`src/verilog/fplg_pkg.sv`:
```
/*
 * fplg_pkg: constants and types shared by the flash page lock guard.
 * Assumes a 16 kB flash in 512-byte pages, byte addressed, 14 address bits.
 */
package fplg_pkg;

	// =========================================================
	// flash map
	localparam int              ADDR_W      = 14;
	localparam int              PAGE_W      = 9;
	localparam int              PG_W        = ADDR_W - PAGE_W;
	localparam logic [13:0]     LOCK_ADDR   = 14'h3dff;
	localparam logic [13:0]     RESV_BASE   = 14'h3e00;
	localparam logic [4:0]      LOCK_PAGE   = LOCK_ADDR[13:9];
	localparam logic [7:0]      LOCK_UNPROG = 8'hff;
	// everything locked until the real lock byte has been sampled
	localparam logic [7:0]      LOCK_RST    = 8'h00;

	// =========================================================
	// timing
	localparam int              ERR_RST_CYCLES = 4;

	// =========================================================
	// register map (APB byte addresses) and fields
	localparam logic [7:0]      REG_CTRL    = 8'h00;
	localparam logic [7:0]      REG_RESET_SOURCE_REG  = 8'h04;
	localparam logic [7:0]      REG_STATUS  = 8'h08;
	localparam int              CTRL_PROGRAM_STORE_WRITE_ENABLE   = 0;
	localparam int              CTRL_PROGRAM_STORE_ERASE_ENABLE   = 1;
	localparam int              CTRL_VMON   = 2;
	localparam int              CTRL_VRST   = 3;
	localparam logic [3:0]      CTRL_RST    = 4'h0;
	localparam int              RS_POR      = 1;
	localparam int              RS_FERR     = 6;
	localparam int              ST_RUN_BIT  = 16;

	// =========================================================
	// types
	typedef enum logic { SRC_DEBUG, SRC_FW } fplg_src_t;
	typedef enum logic [1:0] {
		OP_READ, OP_WRITE, OP_ERASE, OP_DEV_ERASE
	} fplg_op_t;
	typedef enum logic [1:0] { ST_SAMPLE, ST_RUN, ST_ERR } fplg_state_t;

endpackage

```
`src/verilog/fplg_chk_if.sv`:
```
/*
 * fplg_chk_if: carries one access request, the lock state and the verdict
 * between the guard core, the lock holder and the access checker.
 * Assumes all parties run on the same clock.
 */
`timescale 1ns/1ps
interface fplg_chk_if;
	import fplg_pkg::*;
	fplg_src_t          src;
	fplg_op_t           op;
	logic [ADDR_W-1:0]  addr;
	logic [ADDR_W-1:0]  pc;
	logic [7:0]         lock_eff;
	logic [7:0]         lock_now;
	logic               program_store_write_enable;
	logic               program_store_erase_enable;
	logic               vdd_ok;
	logic               allow;
	logic               fw_fault;

	modport core  (output src, op, addr, pc, lock_now, program_store_write_enable, program_store_erase_enable, vdd_ok,
		input lock_eff, allow, fw_fault);
	modport lock  (output lock_eff);
	modport check (input src, op, addr, pc, lock_eff, lock_now, program_store_write_enable, program_store_erase_enable,
		vdd_ok, output allow, fw_fault);
endinterface

```
`src/verilog/fplg_access_check.sv`:
```
/*
 * fplg_access_check: combinational verdict on one flash access.
 * Assumes the request fields on the interface are stable while decided.
 */
`timescale 1ns/1ps
module fplg_access_check
	import fplg_pkg::*;
(
	fplg_chk_if.check chk
);
	// =========================================================
	// page lookups
	function automatic logic page_locked(input logic [ADDR_W-1:0] a,
		input logic [7:0] n, input logic any);
		return ({{(8-PG_W){1'b0}}, a[ADDR_W-1:PAGE_W]} < n)
			|| (any && a[ADDR_W-1:PAGE_W] == LOCK_PAGE);
	endfunction

	wire [7:0] lock_n     = ~chk.lock_eff;
	wire       any_locked = chk.lock_eff != LOCK_UNPROG;
	wire       tgt_locked = page_locked(chk.addr, lock_n, any_locked);
	wire       pc_locked  = page_locked(chk.pc, lock_n, any_locked);
	wire       resv       = chk.addr >= RESV_BASE;
	wire       lock_pg    = chk.addr[ADDR_W-1:PAGE_W] == LOCK_PAGE;
	wire       lock_hit   = chk.addr == LOCK_ADDR;
	wire       lock_prog  = chk.lock_now != LOCK_UNPROG;
	wire       is_wr      = chk.op == OP_WRITE;
	wire       is_er      = chk.op == OP_ERASE;
	wire       is_dev     = chk.op == OP_DEV_ERASE;
	wire       is_fw      = chk.src == SRC_FW;

	// =========================================================
	// debug port: forbidden requests simply fail
	wire dbg_ok = is_dev
		|| (!resv && !tgt_locked
			&& !(is_wr && lock_hit && lock_prog));

	// =========================================================
	// firmware: a write without the enables lands in data ram, not flash
	wire en_ok   = (is_wr && chk.program_store_write_enable)
		|| (is_er && chk.program_store_write_enable && chk.program_store_erase_enable);
	wire fw_hits = chk.op == OP_READ || en_ok || is_dev;
	wire fw_bad  = is_dev || resv
		|| ((is_wr || is_er) && !chk.vdd_ok)
		|| (is_er && lock_pg)
		|| (is_wr && lock_hit && lock_prog)
		|| (tgt_locked && !pc_locked);

	assign chk.fw_fault = is_fw && fw_hits && fw_bad;
	assign chk.allow    = is_fw ? (fw_hits && !fw_bad) : dbg_ok;

endmodule

```
`src/verilog/fplg_lock_state.sv`:
```
/*
 * fplg_lock_state: holds the lock byte value in force.
 * Assumes sample_i pulses once after each device reset and clear_i pulses
 * when a debug device erase has been granted.
 */
`timescale 1ns/1ps
module fplg_lock_state
	import fplg_pkg::*;
(
	input  wire logic       mclk_i,
	input  wire logic       rst_n_i,
	input  wire logic       sample_i,
	input  wire logic       clear_i,
	input  wire logic [7:0] lock_byte_i,
	fplg_chk_if.lock        chk
);
	logic [7:0] lock_reg;
	logic [7:0] lock_next;

	// firmware writes to the byte only count once reset resamples it
	assign lock_next = clear_i  ? LOCK_UNPROG :
		sample_i ? lock_byte_i : lock_reg;

	always_ff @(posedge mclk_i or negedge rst_n_i) begin
		if (!rst_n_i) begin
			lock_reg <= LOCK_RST;
		end else begin
			lock_reg <= lock_next;
		end
	end

	assign chk.lock_eff = lock_reg;
endmodule

```
`src/verilog/fplg_top.sv`:
```
/*
 * fplg_top: flash page lock guard with an APB register slave.
 * Assumes rst_n_i is the power-on reset, sys_reset_i pulses for any other
 * device reset, and flash_error_reset_o is fed to the reset controller.
 */
// Summary of operation
// - any zero lock byte bit also locks the lock byte page
// - debug port cannot read, write or erase locked pages
// - code in unlocked pages cannot touch locked pages
// - code in locked pages reads and writes anything but reserved area
// - code in locked pages erases all but reserved and lock page
// - only a debug device erase unlocks, erasing all pages
// - denied firmware access issues flash error reset, flag reads one
// - forbidden debug requests are dropped and never reset the device
// - changing lock byte bits refused by debug, resets for firmware
// - reserved area refused for debug, resets for firmware
// - programmed lock byte stays fixed until device erase
// - firmware lock byte write takes effect after next reset
// - firmware flash modify needs supply monitor and its reset enabled
// - interrupts pending during write or erase wait until it ends
// - lock byte inverse gives count of locked pages from page zero
// - 0x3e00 to 0x3fff is the reserved area
// - software erase needs both write and erase enables
`timescale 1ns/1ps
module fplg_top
	import fplg_pkg::*;
(
	input  wire logic              mclk_i,
	input  wire logic              rst_n_i,
	input  wire logic              psel_i,
	input  wire logic              penable_i,
	input  wire logic              pwrite_i,
	input  wire logic [7:0]        paddr_i,
	input  wire logic [31:0]       pwdata_i,
	output logic                   pready_o,
	output logic [31:0]            prdata_o,
	output logic                   pslverr_o,
	input  wire logic              req_valid_i,
	input  wire logic              req_src_i,
	input  wire logic [1:0]        req_op_i,
	input  wire logic [ADDR_W-1:0] req_addr_i,
	input  wire logic [ADDR_W-1:0] req_pc_i,
	input  wire logic [7:0]        lock_byte_i,
	input  wire logic              sys_reset_i,
	input  wire logic              flash_busy_i,
	output logic                   req_ready_o,
	output logic                   req_grant_o,
	output logic                   req_ignore_o,
	output logic                   flash_error_reset_o,
	output logic                   irq_hold_o,
	output logic                   program_store_write_enable_o,
	output logic                   program_store_erase_enable_o
);
	// =========================================================
	// request side
	fplg_chk_if chk();

	fplg_state_t st_reg;
	fplg_state_t st_next;
	logic [2:0]  err_cnt_reg;
	logic [3:0]  ctrl_reg;
	logic        por_flag_reg;
	logic        ferr_flag_reg;

	wire take    = req_valid_i && req_ready_o;
	wire sample  = st_reg == ST_SAMPLE;
	wire fault   = take && chk.fw_fault;
	wire granted = take && chk.allow;
	wire dev_clr = granted && chk.op == OP_DEV_ERASE;

	assign chk.src      = fplg_src_t'(req_src_i);
	assign chk.op       = fplg_op_t'(req_op_i);
	assign chk.addr     = req_addr_i;
	assign chk.pc       = req_pc_i;
	assign chk.lock_now = lock_byte_i;
	assign chk.program_store_write_enable     = ctrl_reg[CTRL_PROGRAM_STORE_WRITE_ENABLE];
	assign chk.program_store_erase_enable     = ctrl_reg[CTRL_PROGRAM_STORE_ERASE_ENABLE];
	assign chk.vdd_ok   = ctrl_reg[CTRL_VMON] && ctrl_reg[CTRL_VRST];

	fplg_access_check u_check (
		.chk (chk)
	);

	fplg_lock_state u_lock (
		.mclk_i      (mclk_i),
		.rst_n_i     (rst_n_i),
		.sample_i    (sample),
		.clear_i     (dev_clr),
		.lock_byte_i (lock_byte_i),
		.chk         (chk)
	);

	// =========================================================
	// sequencing: sample lock byte, run, hold error reset
	always_comb begin
		st_next = st_reg;
		case (st_reg)
			ST_SAMPLE: begin
				st_next = ST_RUN;
			end
			ST_RUN: begin
				if (fault) begin
					st_next = ST_ERR;
				end
			end
			ST_ERR: begin
				if (err_cnt_reg == 3'(ERR_RST_CYCLES - 1)) begin
					st_next = ST_SAMPLE;
				end
			end
			default: begin
				st_next = ST_SAMPLE;
			end
		endcase
		if (sys_reset_i) begin
			st_next = ST_SAMPLE;
		end
	end

	always_ff @(posedge mclk_i or negedge rst_n_i) begin
		if (!rst_n_i) begin
			st_reg <= ST_SAMPLE;
		end else begin
			st_reg <= st_next;
		end
	end

	always_ff @(posedge mclk_i or negedge rst_n_i) begin
		if (!rst_n_i) begin
			err_cnt_reg <= 3'h0;
		end else if (st_reg == ST_ERR) begin
			err_cnt_reg <= err_cnt_reg + 3'h1;
		end else begin
			err_cnt_reg <= 3'h0;
		end
	end

	// =========================================================
	// request verdict outputs, one cycle after the request is taken
	always_ff @(posedge mclk_i or negedge rst_n_i) begin
		if (!rst_n_i) begin
			req_ready_o         <= 1'b0;
			req_grant_o         <= 1'b0;
			req_ignore_o        <= 1'b0;
			flash_error_reset_o <= 1'b0;
			irq_hold_o          <= 1'b0;
		end else begin
			req_ready_o         <= st_next == ST_RUN && !fault;
			req_grant_o         <= granted;
			// debug refusals end here, no reset
			req_ignore_o        <= take && !chk.allow && !chk.fw_fault;
			flash_error_reset_o <= st_next == ST_ERR;
			// core stalls during program; hold interrupt service until done
			irq_hold_o          <= flash_busy_i;
		end
	end

	// =========================================================
	// apb slave: answers in the second access cycle
	wire        apb_acc  = psel_i && penable_i;
	wire        apb_wr   = apb_acc && pwrite_i && pready_o;
	wire        hit_ctrl = paddr_i == REG_CTRL;
	wire        hit_rs   = paddr_i == REG_RESET_SOURCE_REG;
	wire        hit_st   = paddr_i == REG_STATUS;
	wire        mapped   = hit_ctrl || hit_rs || hit_st;
	wire [31:0] rd_ctrl  = {28'h000_0000, ctrl_reg};
	wire [31:0] rd_rs    = {25'h000_0000, ferr_flag_reg, 4'h0, por_flag_reg,
		1'b0};
	wire [31:0] rd_st    = {15'h0000, st_reg == ST_RUN, lock_byte_i,
		chk.lock_eff};
	wire [31:0] rd_mux   = hit_ctrl ? rd_ctrl :
		hit_rs ? rd_rs : hit_st ? rd_st : 32'h0000_0000;

	always_ff @(posedge mclk_i or negedge rst_n_i) begin
		if (!rst_n_i) begin
			pready_o  <= 1'b0;
			prdata_o  <= 32'h0000_0000;
			pslverr_o <= 1'b0;
		end else begin
			pready_o  <= apb_acc && !pready_o;
			prdata_o  <= (apb_acc && !pready_o && !pwrite_i) ? rd_mux
				: 32'h0000_0000;
			pslverr_o <= apb_acc && !pready_o && !mapped;
		end
	end

	// =========================================================
	// control and reset source registers
	logic [3:0] ctrl_next;

	always_comb begin
		ctrl_next = ctrl_reg;
		if (apb_wr && hit_ctrl) begin
			ctrl_next = pwdata_i[3:0];
		end
		// writing the por bit arms the monitor as a reset source
		if (apb_wr && hit_rs) begin
			ctrl_next[CTRL_VRST] = pwdata_i[RS_POR];
		end
		// a device reset drops the enables again
		if (st_reg == ST_ERR || sys_reset_i) begin
			ctrl_next[CTRL_PROGRAM_STORE_WRITE_ENABLE] = 1'b0;
			ctrl_next[CTRL_PROGRAM_STORE_ERASE_ENABLE] = 1'b0;
			ctrl_next[CTRL_VRST] = 1'b0;
		end
	end

	always_ff @(posedge mclk_i or negedge rst_n_i) begin
		if (!rst_n_i) begin
			ctrl_reg <= CTRL_RST;
		end else begin
			ctrl_reg <= ctrl_next;
		end
	end

	assign program_store_write_enable_o = ctrl_reg[CTRL_PROGRAM_STORE_WRITE_ENABLE];
	assign program_store_erase_enable_o = ctrl_reg[CTRL_PROGRAM_STORE_ERASE_ENABLE];

	// flags show the cause of the last reset; a fault wins over sys reset
	always_ff @(posedge mclk_i or negedge rst_n_i) begin
		if (!rst_n_i) begin
			por_flag_reg  <= 1'b1;
			ferr_flag_reg <= 1'b0;
		end else if (fault) begin
			por_flag_reg  <= 1'b0;
			ferr_flag_reg <= 1'b1;
		end else if (sys_reset_i) begin
			por_flag_reg  <= 1'b0;
			ferr_flag_reg <= 1'b0;
		end
	end
endmodule

```
`config.mk`:
```
export PLATFORM = sky130hd
export DESIGN_NAME = fplg_top
export DESIGN_NICKNAME = d
export VERILOG_FILES = /design/src/verilog/fplg_pkg.sv /design/src/verilog/fplg_chk_if.sv /design/src/verilog/fplg_access_check.sv /design/src/verilog/fplg_lock_state.sv /design/src/verilog/fplg_top.sv
export SDC_FILE = /design/constraint.sdc
export NUM_CORES = 1
export LEC_CHECK = 0
export BUFFER_PORTS_ARGS = -buffer_cell sky130_fd_sc_hd__buf_2
export CORE_MARGIN = 10
export CORE_UTILIZATION = 48
export DETAILED_ROUTE_END_ITERATION = 10
export GPL_TIMING_DRIVEN = 0
export PLACE_DENSITY_LB_ADDON = 0.12
export SYNTH_ARGS = -nofsm -noshare
export SYNTH_HDL_FRONTEND = slang
export SYNTH_HIERARCHICAL = 1
export SYNTH_SLANG_ARGS = --single-unit
```
`constraint.sdc`:
```
create_clock -name mclk_i -period 5.3 [get_ports mclk_i]
set_input_delay 0.265 -clock mclk_i [delete_from_list [all_inputs] [get_ports mclk_i]]
set_output_delay 0.265 -clock mclk_i [all_outputs]
set_load 0.005 [all_outputs]
```
# Word level (Yosys, flattened, before mapping)
# Index checks and enable logic that the tools add are counted.
# W data, S select, Z words.
[op_classes] n_addsub=1 n_lt_le_gt_ge=3 eq_ne=15 mux=19 n_bitwise=1 n_reduce_logical=65
[op_table] cell="$mux W17" n=4
[op_table] cell="$logic_and A1 B1 Y1" n=31
[op_table] cell="$lt A5 B8 Y1" n=2
[op_table] cell="$mux W8" n=2
[op_table] cell="$ne A8 B8 Y1 const B" n=2
[op_table] cell="$logic_or A1 B1 Y1" n=15
[op_table] cell="$eq A14 B14 Y1 const B" n=1
[op_table] cell="$ge A14 B14 Y1 const B" n=1
[op_table] cell="$logic_not A1 Y1" n=12
[op_table] cell="$eq A5 B5 Y1 const B" n=2
[op_table] cell="$eq A2 B2 Y1 const B" n=4
[op_table] cell="$eq A8 B3 Y1 const B" n=1
[op_table] cell="$eq A8 B4 Y1 const B" n=1
[op_table] cell="$logic_not A8 Y1" n=1
[op_table] cell="$mux W2" n=4
[op_table] cell="$not A8 Y8" n=1
[op_table] cell="$eq A2 B1 Y1 const B" n=3
[op_table] cell="$mux W1" n=6
[op_table] cell="$pmux W2 S3" n=1
[op_table] cell="$reduce_bool A2 Y1" n=3
[op_table] cell="$logic_not A2 Y1" n=2
[op_table] cell="$mux W4" n=1
[op_table] cell="$add A3 B1 Y3 const B" n=1
[op_table] cell="$eq A3 B2 Y1 const B" n=1
[op_table] cell="2 further kinds" n=2
[word_totals] reg_bits=43 input_bits=87 output_inout_bits=41 wordCells=120

# Logic depth before layout (Yosys ltp)
# Gate-level depths: netlist (run 1).
[logic_depth] word_depth=14 depth_mapped=11 ltp_nobuf=10

# Hierarchy
# Netlist (run 1), hierarchy kept.
[modules_own_cells] module="fplg_top" instances=1 cells_each=134 area_each_um2=1537.7 seq_area_each_um2=877.1
[modules_own_cells] module="fplg_access_check" instances=1 cells_each=50 area_each_um2=410.4 seq_area_each_um2=0.0
[modules_own_cells] module="fplg_lock_state" instances=1 cells_each=26 area_each_um2=342.8 seq_area_each_um2=200.2

# Worst setup path after synthesis (run 1)
# No wires, ideal clock.
[synth_timing] path_type="register to register" from="reg u_lock.lock_reg[3], in the netlist u_lock/chk.lock_eff[3]" to="reg u_lock.lock_reg[0], in the netlist u_lock/chk.lock_eff[0]" setup_time_ns=0.124 arrival_time_ns=2.355 required_time_ns=5.176 path_slack_ns=2.821 stages_incl_launch_ff=10 path_buffers=1 period_less_slack_ns=2.479 cell_sequence="dfrtp_1 -> ha_1 -> a211oi_1 -> a221oi_2 -> a2111oi_2 -> o32ai_1 -> and3_1 -> and3_1 -> buf_1 -> a211o_2"
[synth_via] elab_chain_cells=12 word_cells_on_any_way=22 cone_classes="2 x order compare; 1 x eq/ne; 2 x mux; 1 x bitwise; 16 x reduce/logical"
[synth_lines] element="start, declared" line="fplg_lock_state.sv:17" rtl="logic [7:0] lock_reg;"
[synth_lines] element="start signal, assigned" line="fplg_lock_state.sv:28" rtl="lock_reg <= lock_next;"
[synth_lines] element="$not A8 Y8 / $ne A8 B8 Y1 (equally long branches)" line="fplg_access_check.sv:19, fplg_access_check.sv:20"
[synth_lines] element="$lt A5 B8 Y1 / $logic_and A1 B1 Y1 (equally long branches)" line="fplg_access_check.sv:15, fplg_access_check.sv:16"
[synth_lines] element="$logic_or A1 B1 Y1" line="fplg_access_check.sv:16" rtl="|| (any && a[ADDR_W-1:PAGE_W] == LOCK_PAGE);"
[synth_lines] element="$logic_not A1 Y1" line="fplg_access_check.sv:47" rtl="|| (tgt_locked && !pc_locked);"
[synth_lines] element="$logic_and A1 B1 Y1" line="fplg_access_check.sv:47"
[synth_lines] element="$logic_or A1 B1 Y1" line="fplg_access_check.sv:47"
[synth_lines] element="$logic_not A1 Y1" line="fplg_access_check.sv:50" rtl="assign chk.allow = is_fw ? (fw_hits && !fw_bad) : dbg_ok;"
[synth_lines] element="$logic_and A1 B1 Y1" line="fplg_access_check.sv:50"
[synth_lines] element="$mux W1 *" line="fplg_access_check.sv:50"
[synth_lines] element="named net chk.allow" line="fplg_chk_if.sv:18" rtl="logic allow;"
[synth_lines] element="$logic_and A1 B1 Y1 *" line="fplg_top.sv:68" rtl="wire granted = take && chk.allow;"
[synth_lines] element="named net granted" line="fplg_top.sv:68"
[synth_lines] element="$logic_and A1 B1 Y1 *" line="fplg_top.sv:69" rtl="wire dev_clr = granted && chk.op == OP_DEV_ERASE;"
[synth_lines] element="named net dev_clr" line="fplg_top.sv:69"
[synth_lines] element="$mux W8 / $reduce_bool A2 Y1 (equally long branches)"
# The timed path passes the listed nets; every way through them passes the cells marked *.
# A chain may end at the register's enable or synchronous reset.

# Worst setup path after layout (run 1)
[layout_timing] from="reg u_lock.lock_reg[3], in the netlist u_lock/chk.lock_eff[3]" to="reg u_lock.lock_reg[7], in the netlist u_lock/chk.lock_eff[7]"
# Same word-level chain as after synthesis.

==> results.py, run 1 <==
metrics = {
    "synthesis": {
        "ys_ff_latch": 43,
        "async_flop_share": 1.00,
        "synth_area_um2": 2290,
        "syn_avg_cell_area_um2": 10.9,
        "yosysWarningCount": 6,
        "synth.most_common_cell": "dfrtp_1",
        "yosys.area.top_type": "dfrtp_1",
        "synth.distinct_cells": 53,
        "synth_edf_count": 0,
        "synth.area.top_cells": "dfrtp_1, ha_1, buf_4, nor2b_1, and2_1",
        "netlist_instances": 210,
        "ys_top_cells_by_count": "dfrtp_1, buf_4, ha_1, nor2_1, nor2b_1",
        "synth_top_area_share": 0.459,
        "yosysSeqAreaShare": 0.470,
        "synthFlopType": "dfrtp_1",
    },
    "pwr": {
        "leakage_nw": 1.54,
        "ir_drop_v": 0.000164,
        "power_density_nw_per_um2": 237,
    },
    "sta": {
        "worst_slew_pin_slew_ns": 0.937,
        "hold_viol": 0,
        "whs_ns": 0.0690,
        "tns_ns": 0,
        "skew_ns": 0.00486,
        "grt_setup_unrepaired": "false",
        "finalCritPeriodShare": 0.530,
        "drv_slew": 0,
        "layout_setup_ws_ns": 2.49,
        "max_freq_mhz": 356,
        "fin_crit_ns": 2.81,
        "max_slew_margin": 0.376,
        "setup_violations": 0,
    },
    "place": {
        "numPortBuffers": 74,
        "dp_hpwl_mm": 4.56,
        "place_area_um2": 2780,
        "dp_slack_ns": 2.53,
        "dp.cells": 352,
        "gp_congestion": 0.848,
    },
    "clock_tree": {
        "ctsHoldBuffers": 0,
        "cts.path.max_buffers": 2,
        "post-cts-setup-buffers": 0,
        "post_cts_resized": 0,
        "cts.clk_slew.worst_paths_ns": 0.08,
        "clk_root_buffer_cell": "clkbuf_8",
        "cts_tree": "done",
        "clk_latency_ns": 0.30,
        "htreeDepth": 2,
        "cts.sinks": 43,
        "cts_made_buffers": 5,
    },
    "grt": {
        "grt_usage": 0.146,
        "grt_pass1_wl_mm": 8.97,
        "overflow": 0,
        "first_global_vias": 1926,
        "antenna_found_initial": 0,
        "grt_start_max_net_pins": 44,
    },
    "finish": {
        "final_nets": 406,
        "antennaDiodeCount": 0,
        "final_cells": 360,
        "largest_register_ffs": 17,
        "areaGrowthSynthToFinish_pct": 25.8,
        "fillCellCount": 399,
        "final_cell_area_um2": 2880,
        "drive_above_1_share": 0.369,
    },
    "floorplanning": {
        "die_h_um": 89.1,
        "io_pins": 128,
        "die-area_um2": 7940,
        "rows": 25,
        "start_util": 0.492,
        "dieWidth_um": 89.1,
        "core_area_um2": 4660,
    },
    "drt": {
        "post_drt_wl_per_cell_um": 15.9,
        "vias": 1827,
        "first_pass_iters": 4,
        "vias_per_cell": 5.08,
        "drtIter0Drc": 54,
        "routed_wirelength_mm": 5.73,
        "drc": 0,
        "ant_nets": 0,
    },
    "critical_path": {
        "critical_path.most_common_cell": "and3_1",
        "crit_path_end_kind": "register",
        "timing.rr.start": "u_lock/chk.lock_eff[3]$_DFFE_PN0P_",
        "rrSetupSlack_ns": 2.49,
        "cp.required_ns": 5.48,
        "crit_start": "u_lock/chk.lock_eff[3]$_DFFE_PN0P_",
        "slowest_stage": "dfrtp_1",
        "worst-setup-path-type": "reg -> reg",
        "worstPathMaxFanout": 8,
        "crit_chain": "ha_1, a211oi_1, a221oi_2, a2111oi_2, o32ai_1, and3_1, and3_1, buf_1, a211o_2",
        "cp.arrival_ns": 2.99,
        "max_stage_delay_ns": 0.44,
        "critPathLaunchType": "register",
    },
    "hold_path": {
        "hold_path.class": "in -> reg",
        "hp-start": "flash_busy_i",
    },
    "run": {
        "cap_violations": 0,
    },
    "status": {
        "status": "finished clean",
    },
}
[where the power goes]
group          switching, W  total (W)  internal, W
sequential        0.0000117   0.000350     0.000339
clock              0.000109   0.000228     0.000119
combinational     0.0000512   0.000104    0.0000525
total              0.000172   0.000682     0.000510
[path summary, 6_finish.rpt]
check | endpoint | depth (start not counted)
min in group asynchronous | prdata_o[11]$_DFF_PN0_ | 1
max | u_lock/chk.lock_eff[7]$_DFFE_PN0P_ | 9
max in group asynchronous | prdata_o[14]$_DFF_PN0_ | 1
min reg2reg | err_cnt_reg[0]$_DFF_PN0_ | 1
max reg2reg | u_lock/chk.lock_eff[7]$_DFFE_PN0P_ | 9
min | irq_hold_o$_DFF_PN0_ | 1
[cell usage in the layout (no fill, tap or decap), types with 2 or more instances in the layout]
master	count
a211o_1	2
buf_2	74
nor3_1	8
clkbuf_8	7
a2bb2oi_1	2
a211o_2	6
and3_1	4
ha_1	14
buf_4	15
conb_1	15
nand3_1	2
nor2_1	12
and2_1	11
nand2_1	8
clkbuf_1	6
a211oi_1	2
nand3b_1	5
a21oi_1	3
nor2b_1	12
nand4_1	6
o21ai_0	4
inv_1	8
mux2i_1	5
o21a_1	3
dfrtp_1	42
[kinds of logic after synthesis]
kind of cell / count (synthesis) / synth area share
AO/OA/AOI/OAI: 34 / 0.127
adder cells (fa/ha/maj): 14 / 0.0765
buffers and inverters: 30 / 0.0770
flip-flops: 43 / 0.470
multiplexers: 7 / 0.0333
other: 1 / 0.00164
AND/OR/NAND/NOR: 81 / 0.215
[metal layers]
metal	global-route usage	part of all wire	wire [µm]
met5	0	0	0
met4	0.0578	0.017	95
met3	0.0565	0.099	569
met2	0.247	0.49	2830
met1	0.161	0.39	2240
[final cells by class]
class | instances | area [µm²] | area share
multi-input combinational | 151 | 1090 | 0.378
sequential | 43 | 1080 | 0.374
timing repair buffer | 74 | 370 | 0.129
buffer | 22 | 146 | 0.0508
clock buffer | 8 | 100 | 0.0347
tap | 54 | 67.6 | 0.0234
inverter | 8 | 30.0 | 0.0104
[metrics by stage]
step	total power, W	util
global placement	0.000457	0.597
finish	0.000682	0.618
detailed placement	0.000459	0.597
CTS	0.000688	0.618
global route	0.000716	0.618
floorplan	0.000414	-
[worst max-delay path, delay by kind of cell (launching register included)]
kind	cells	cell delay [ns]
buffers and inverters	1	0.20
DFF	1	0.44
AOI/OAI and AO/OA	5	1.31
and+or+nand+nor	2	0.39
adders and majority gates	1	0.35
No activity file was read; power rests on OpenSTA's default activity.
==> run 2, diff against run 1 <==
--- a/config.mk
+++ b/config.mk
@@ -5,9 +5,10 @@
 export SDC_FILE = /design/constraint.sdc
 export NUM_CORES = 1
 export LEC_CHECK = 0
+export ABC_AREA = 1
 export BUFFER_PORTS_ARGS = -buffer_cell sky130_fd_sc_hd__buf_2
 export CORE_MARGIN = 10
-export CORE_UTILIZATION = 48
+export CORE_UTILIZATION = 46
 export DETAILED_ROUTE_END_ITERATION = 10
 export GPL_TIMING_DRIVEN = 0
 export PLACE_DENSITY_LB_ADDON = 0.12
==> constraint.sdc (replaced) <==
create_clock -name mclk_i -period 2.6 [get_ports mclk_i]
set_input_delay 0.13 -clock mclk_i [delete_from_list [all_inputs] [get_ports mclk_i]]
set_output_delay 0.13 -clock mclk_i [all_outputs]
set_load 0.005 [all_outputs]
==> run 2 against run 1 <==
Net effect: die area increased by 11%; sequential power increased by 100%; clock skew decreased by 0.0014 ns; hold slack got worse by 0.10 ns; maximum frequency increased by 22%; utilization decreased by 0.84 points; highest routed layer unchanged; wire length increased by 6.0%; the flow now finishes with violations (hold timing); global-route usage decreased by 0.22 points.
==> results.py, run 2 <==
metrics = {
    "status": {
        "status": "finished with violations",
        "violations": "hold timing",
    },
    "place": {
        "dp_slack_ns": 0.303,
        "place_area_um2": 3010,
        "numPortBuffers": 75,
        "gp_congestion": 0.752,
        "dp_hpwl_mm": 4.94,
    },
    "critical_path": {
        "cp.required_ns": 2.79,
        "critical_path.most_common_cell": "nand2_1",
        "max_stage_delay_ns": 0.48,
        "critPathLaunchType": "register",
        "slowest_stage": "dfrtp_1",
        "crit_path_end_kind": "register",
        "cp.arrival_ns": 2.49,
        "worstPathMaxFanout": 9,
        "crit_chain": "ha_1, o21ai_0, nand2_1, nand2_1, nand2_1, nand2_1, nand2_1, nand2_1, nand2_2, nand3_1, nand2_1, inv_1, nor2_1, and3_1, buf_6, nor2_8, nand2_1, nand2_1",
        "crit_family": "simple AND/OR/NAND/NOR gates",
        "crit_buf_inv": 2,
        "worst-setup-path-type": "reg -> reg",
    },
    "floorplanning": {
        "core_area_um2": 5170,
        "start_util": 0.483,
        "dieWidth_um": 93.7,
        "die_h_um": 93.7,
        "rows": 26,
        "io_pins": 128,
        "die-area_um2": 8770,
    },
    "clock_tree": {
        "cts.clk_slew.worst_paths_ns": 0.08,
        "cts_made_buffers": 5,
        "clk_root_buffer_cell": "clkbuf_8",
        "htreeDepth": 2,
        "post_cts_resized": 0,
        "ctsHoldBuffers": 1,
        "cts_tree": "done",
        "post-cts-setup-buffers": 0,
        "clk_latency_ns": 0.30,
        "cts.path.max_buffers": 2,
        "cts.sinks": 43,
    },
    "pwr": {
        "finalPower_w": 0.00156,
        "pwr-share-clk": 0.395,
        "p_int_w": 0.00117,
        "combPwrFrac": 0.144,
        "p_sw_frac": 0.248,
        "ir_drop_v": 0.000347,
        "power.net_switching_w": 0.000385,
        "power_density_nw_per_um2": 493,
        "leakage_nw": 1.83,
        "seqPwrFrac": 0.460,
    },
    "sta": {
        "setup_violations": 0,
        "layout_setup_ws_ns": 0.294,
        "fin_crit_ns": 2.31,
        "hold_viol": 42,
        "max_slew_margin": 0.380,
        "max_freq_mhz": 434,
        "drv_slew": 0,
        "grt_setup_unrepaired": "false",
        "whs_ns": -0.0332,
        "skew_ns": 0.00351,
        "tns_ns": 0,
        "worst_slew_pin_slew_ns": 0.930,
        "finalCritPeriodShare": 0.887,
    },
    "synthesis": {
        "yosysSeqAreaShare": 0.432,
        "synth.most_common_cell": "nand2_1",
        "netlist_instances": 312,
        "synth.distinct_cells": 26,
        "synth_edf_count": 0,
        "yosys.area.top_type": "dfrtp_1",
        "syn_avg_cell_area_um2": 8.00,
        "synth.area.top_cells": "dfrtp_1, nand2_1, ha_1, inv_1, buf_4",
        "ys_top_cells_by_count": "nand2_1, inv_1, dfrtp_1, nor2_1, nand3_1",
        "synth_top_area_share": 0.421,
        "synthFlopType": "dfrtp_1",
        "async_flop_share": 1.00,
        "synth_area_um2": 2500,
        "yosysWarningCount": 6,
        "ys_ff_latch": 43,
    },
    "finish": {
        "drive_above_1_share": 0.324,
        "antennaDiodeCount": 0,
        "final_cell_area_um2": 3150,
        "largest_register_ffs": 17,
        "layout_commonest_cell": "nand2_1",
        "areaGrowthSynthToFinish_pct": 26.4,
        "final_nets": 510,
        "final_cell_mix": "nand2_1, buf_2, inv_1",
    },
    "grt": {
        "grt_pass1_wl_mm": 10.2,
        "grt_start_max_net_pins": 44,
        "overflow": 0,
        "grt_usage": 0.144,
        "first_global_vias": 2236,
        "antenna_found_initial": 0,
    },
    "drt": {
        "ant_nets": 0,
        "drtIter0Drc": 95,
        "first_pass_iters": 4,
        "drc": 0,
        "vias": 2172,
        "routed_wirelength_mm": 6.08,
        "post_drt_wl_per_cell_um": 12.7,
        "vias_per_cell": 4.53,
    },
    "hold_path": {
        "hold_path.class": "in -> async",
    },
    "run": {
        "cap_violations": 0,
    },
}
==> run 2: logic make-up after synthesis <==
| kind of cell | synth area share |
|---|---|
| compound gates | 0.0566 |
| other cells | 0.00150 |
| fa+ha+maj | 0.0702 |
| flops | 0.432 |
| buf+inv | 0.135 |
| simple gates | 0.305 |
==> run 2: area by class of cell <==
cell class | count | area [µm²]
plain buffers | 19 | 158
clock buffers | 6 | 72.6
clock inverters | 2 | 60.1
fillers | 479 | 2020
inverters | 48 | 180
multi-input cells | 216 | 1130
flip-flops and latches | 43 | 1080
well taps | 70 | 87.6
repair buffers | 76 | 385
==> run 2: path summary, 6_finish.rpt <==
check                                                          end  slack [ns]                               start  cells after the start
worst max-delay path            u_lock/chk.lock_eff[6]$_DFFE_PN0P_        0.29  u_lock/chk.lock_eff[1]$_DFFE_PN0P_                     18
worst max register to register  u_lock/chk.lock_eff[6]$_DFFE_PN0P_        0.29  u_lock/chk.lock_eff[1]$_DFFE_PN0P_                     18
max in group asynchronous                  ctrl_reg[1]$_DFFE_PN0P_        2.06                             rst_n_i                      1
worst min-delay path                         prdata_o[3]$_DFF_PN0_       -0.03                             rst_n_i                      1
worst min register to register            err_cnt_reg[0]$_DFF_PN0_        0.44            err_cnt_reg[0]$_DFF_PN0_                      1
min in group mclk_i                            st_reg[1]$_DFF_PN0_        0.04                         sys_reset_i                      2
==> run 2: through the flow <==
stage                     cells  hold slack, ns  utilization
after floorplan             326          -0.166            -
after CTS                   480        0.000690        0.610
final                       480         -0.0332        0.610
after detailed placement    471           0.240        0.582
after global placement      471           0.239        0.582
after global routing        480          0.0409        0.610
==> run 2: power by group through the flow <==
| stage | Combinational (W) | Sequential (W) | Clock, W |
|---|---|---|---|
| 3_5_place_dp | 0.000222 | 0.000730 | 0 |
| 2_1_floorplan | 0.000134 | 0.000722 | 0 |
| 3_3_place_gp | 0.000214 | 0.000730 | 0 |
| 4_1_cts | 0.000225 | 0.000717 | 0.000631 |
| 5_1_grt | 0.000262 | 0.000721 | 0.000656 |
| 6_report | 0.000224 | 0.000716 | 0.000615 |
==> run 2: layer usage <==
layer	part of all wire	vias to the layer above	GRT usage
met2	0.48	57	0.244
met3	0.086	9	0.0592
met4	0.015	0	0.0468
met1	0.42	980	0.159
li1	-	1126	-
met5	0	-	0
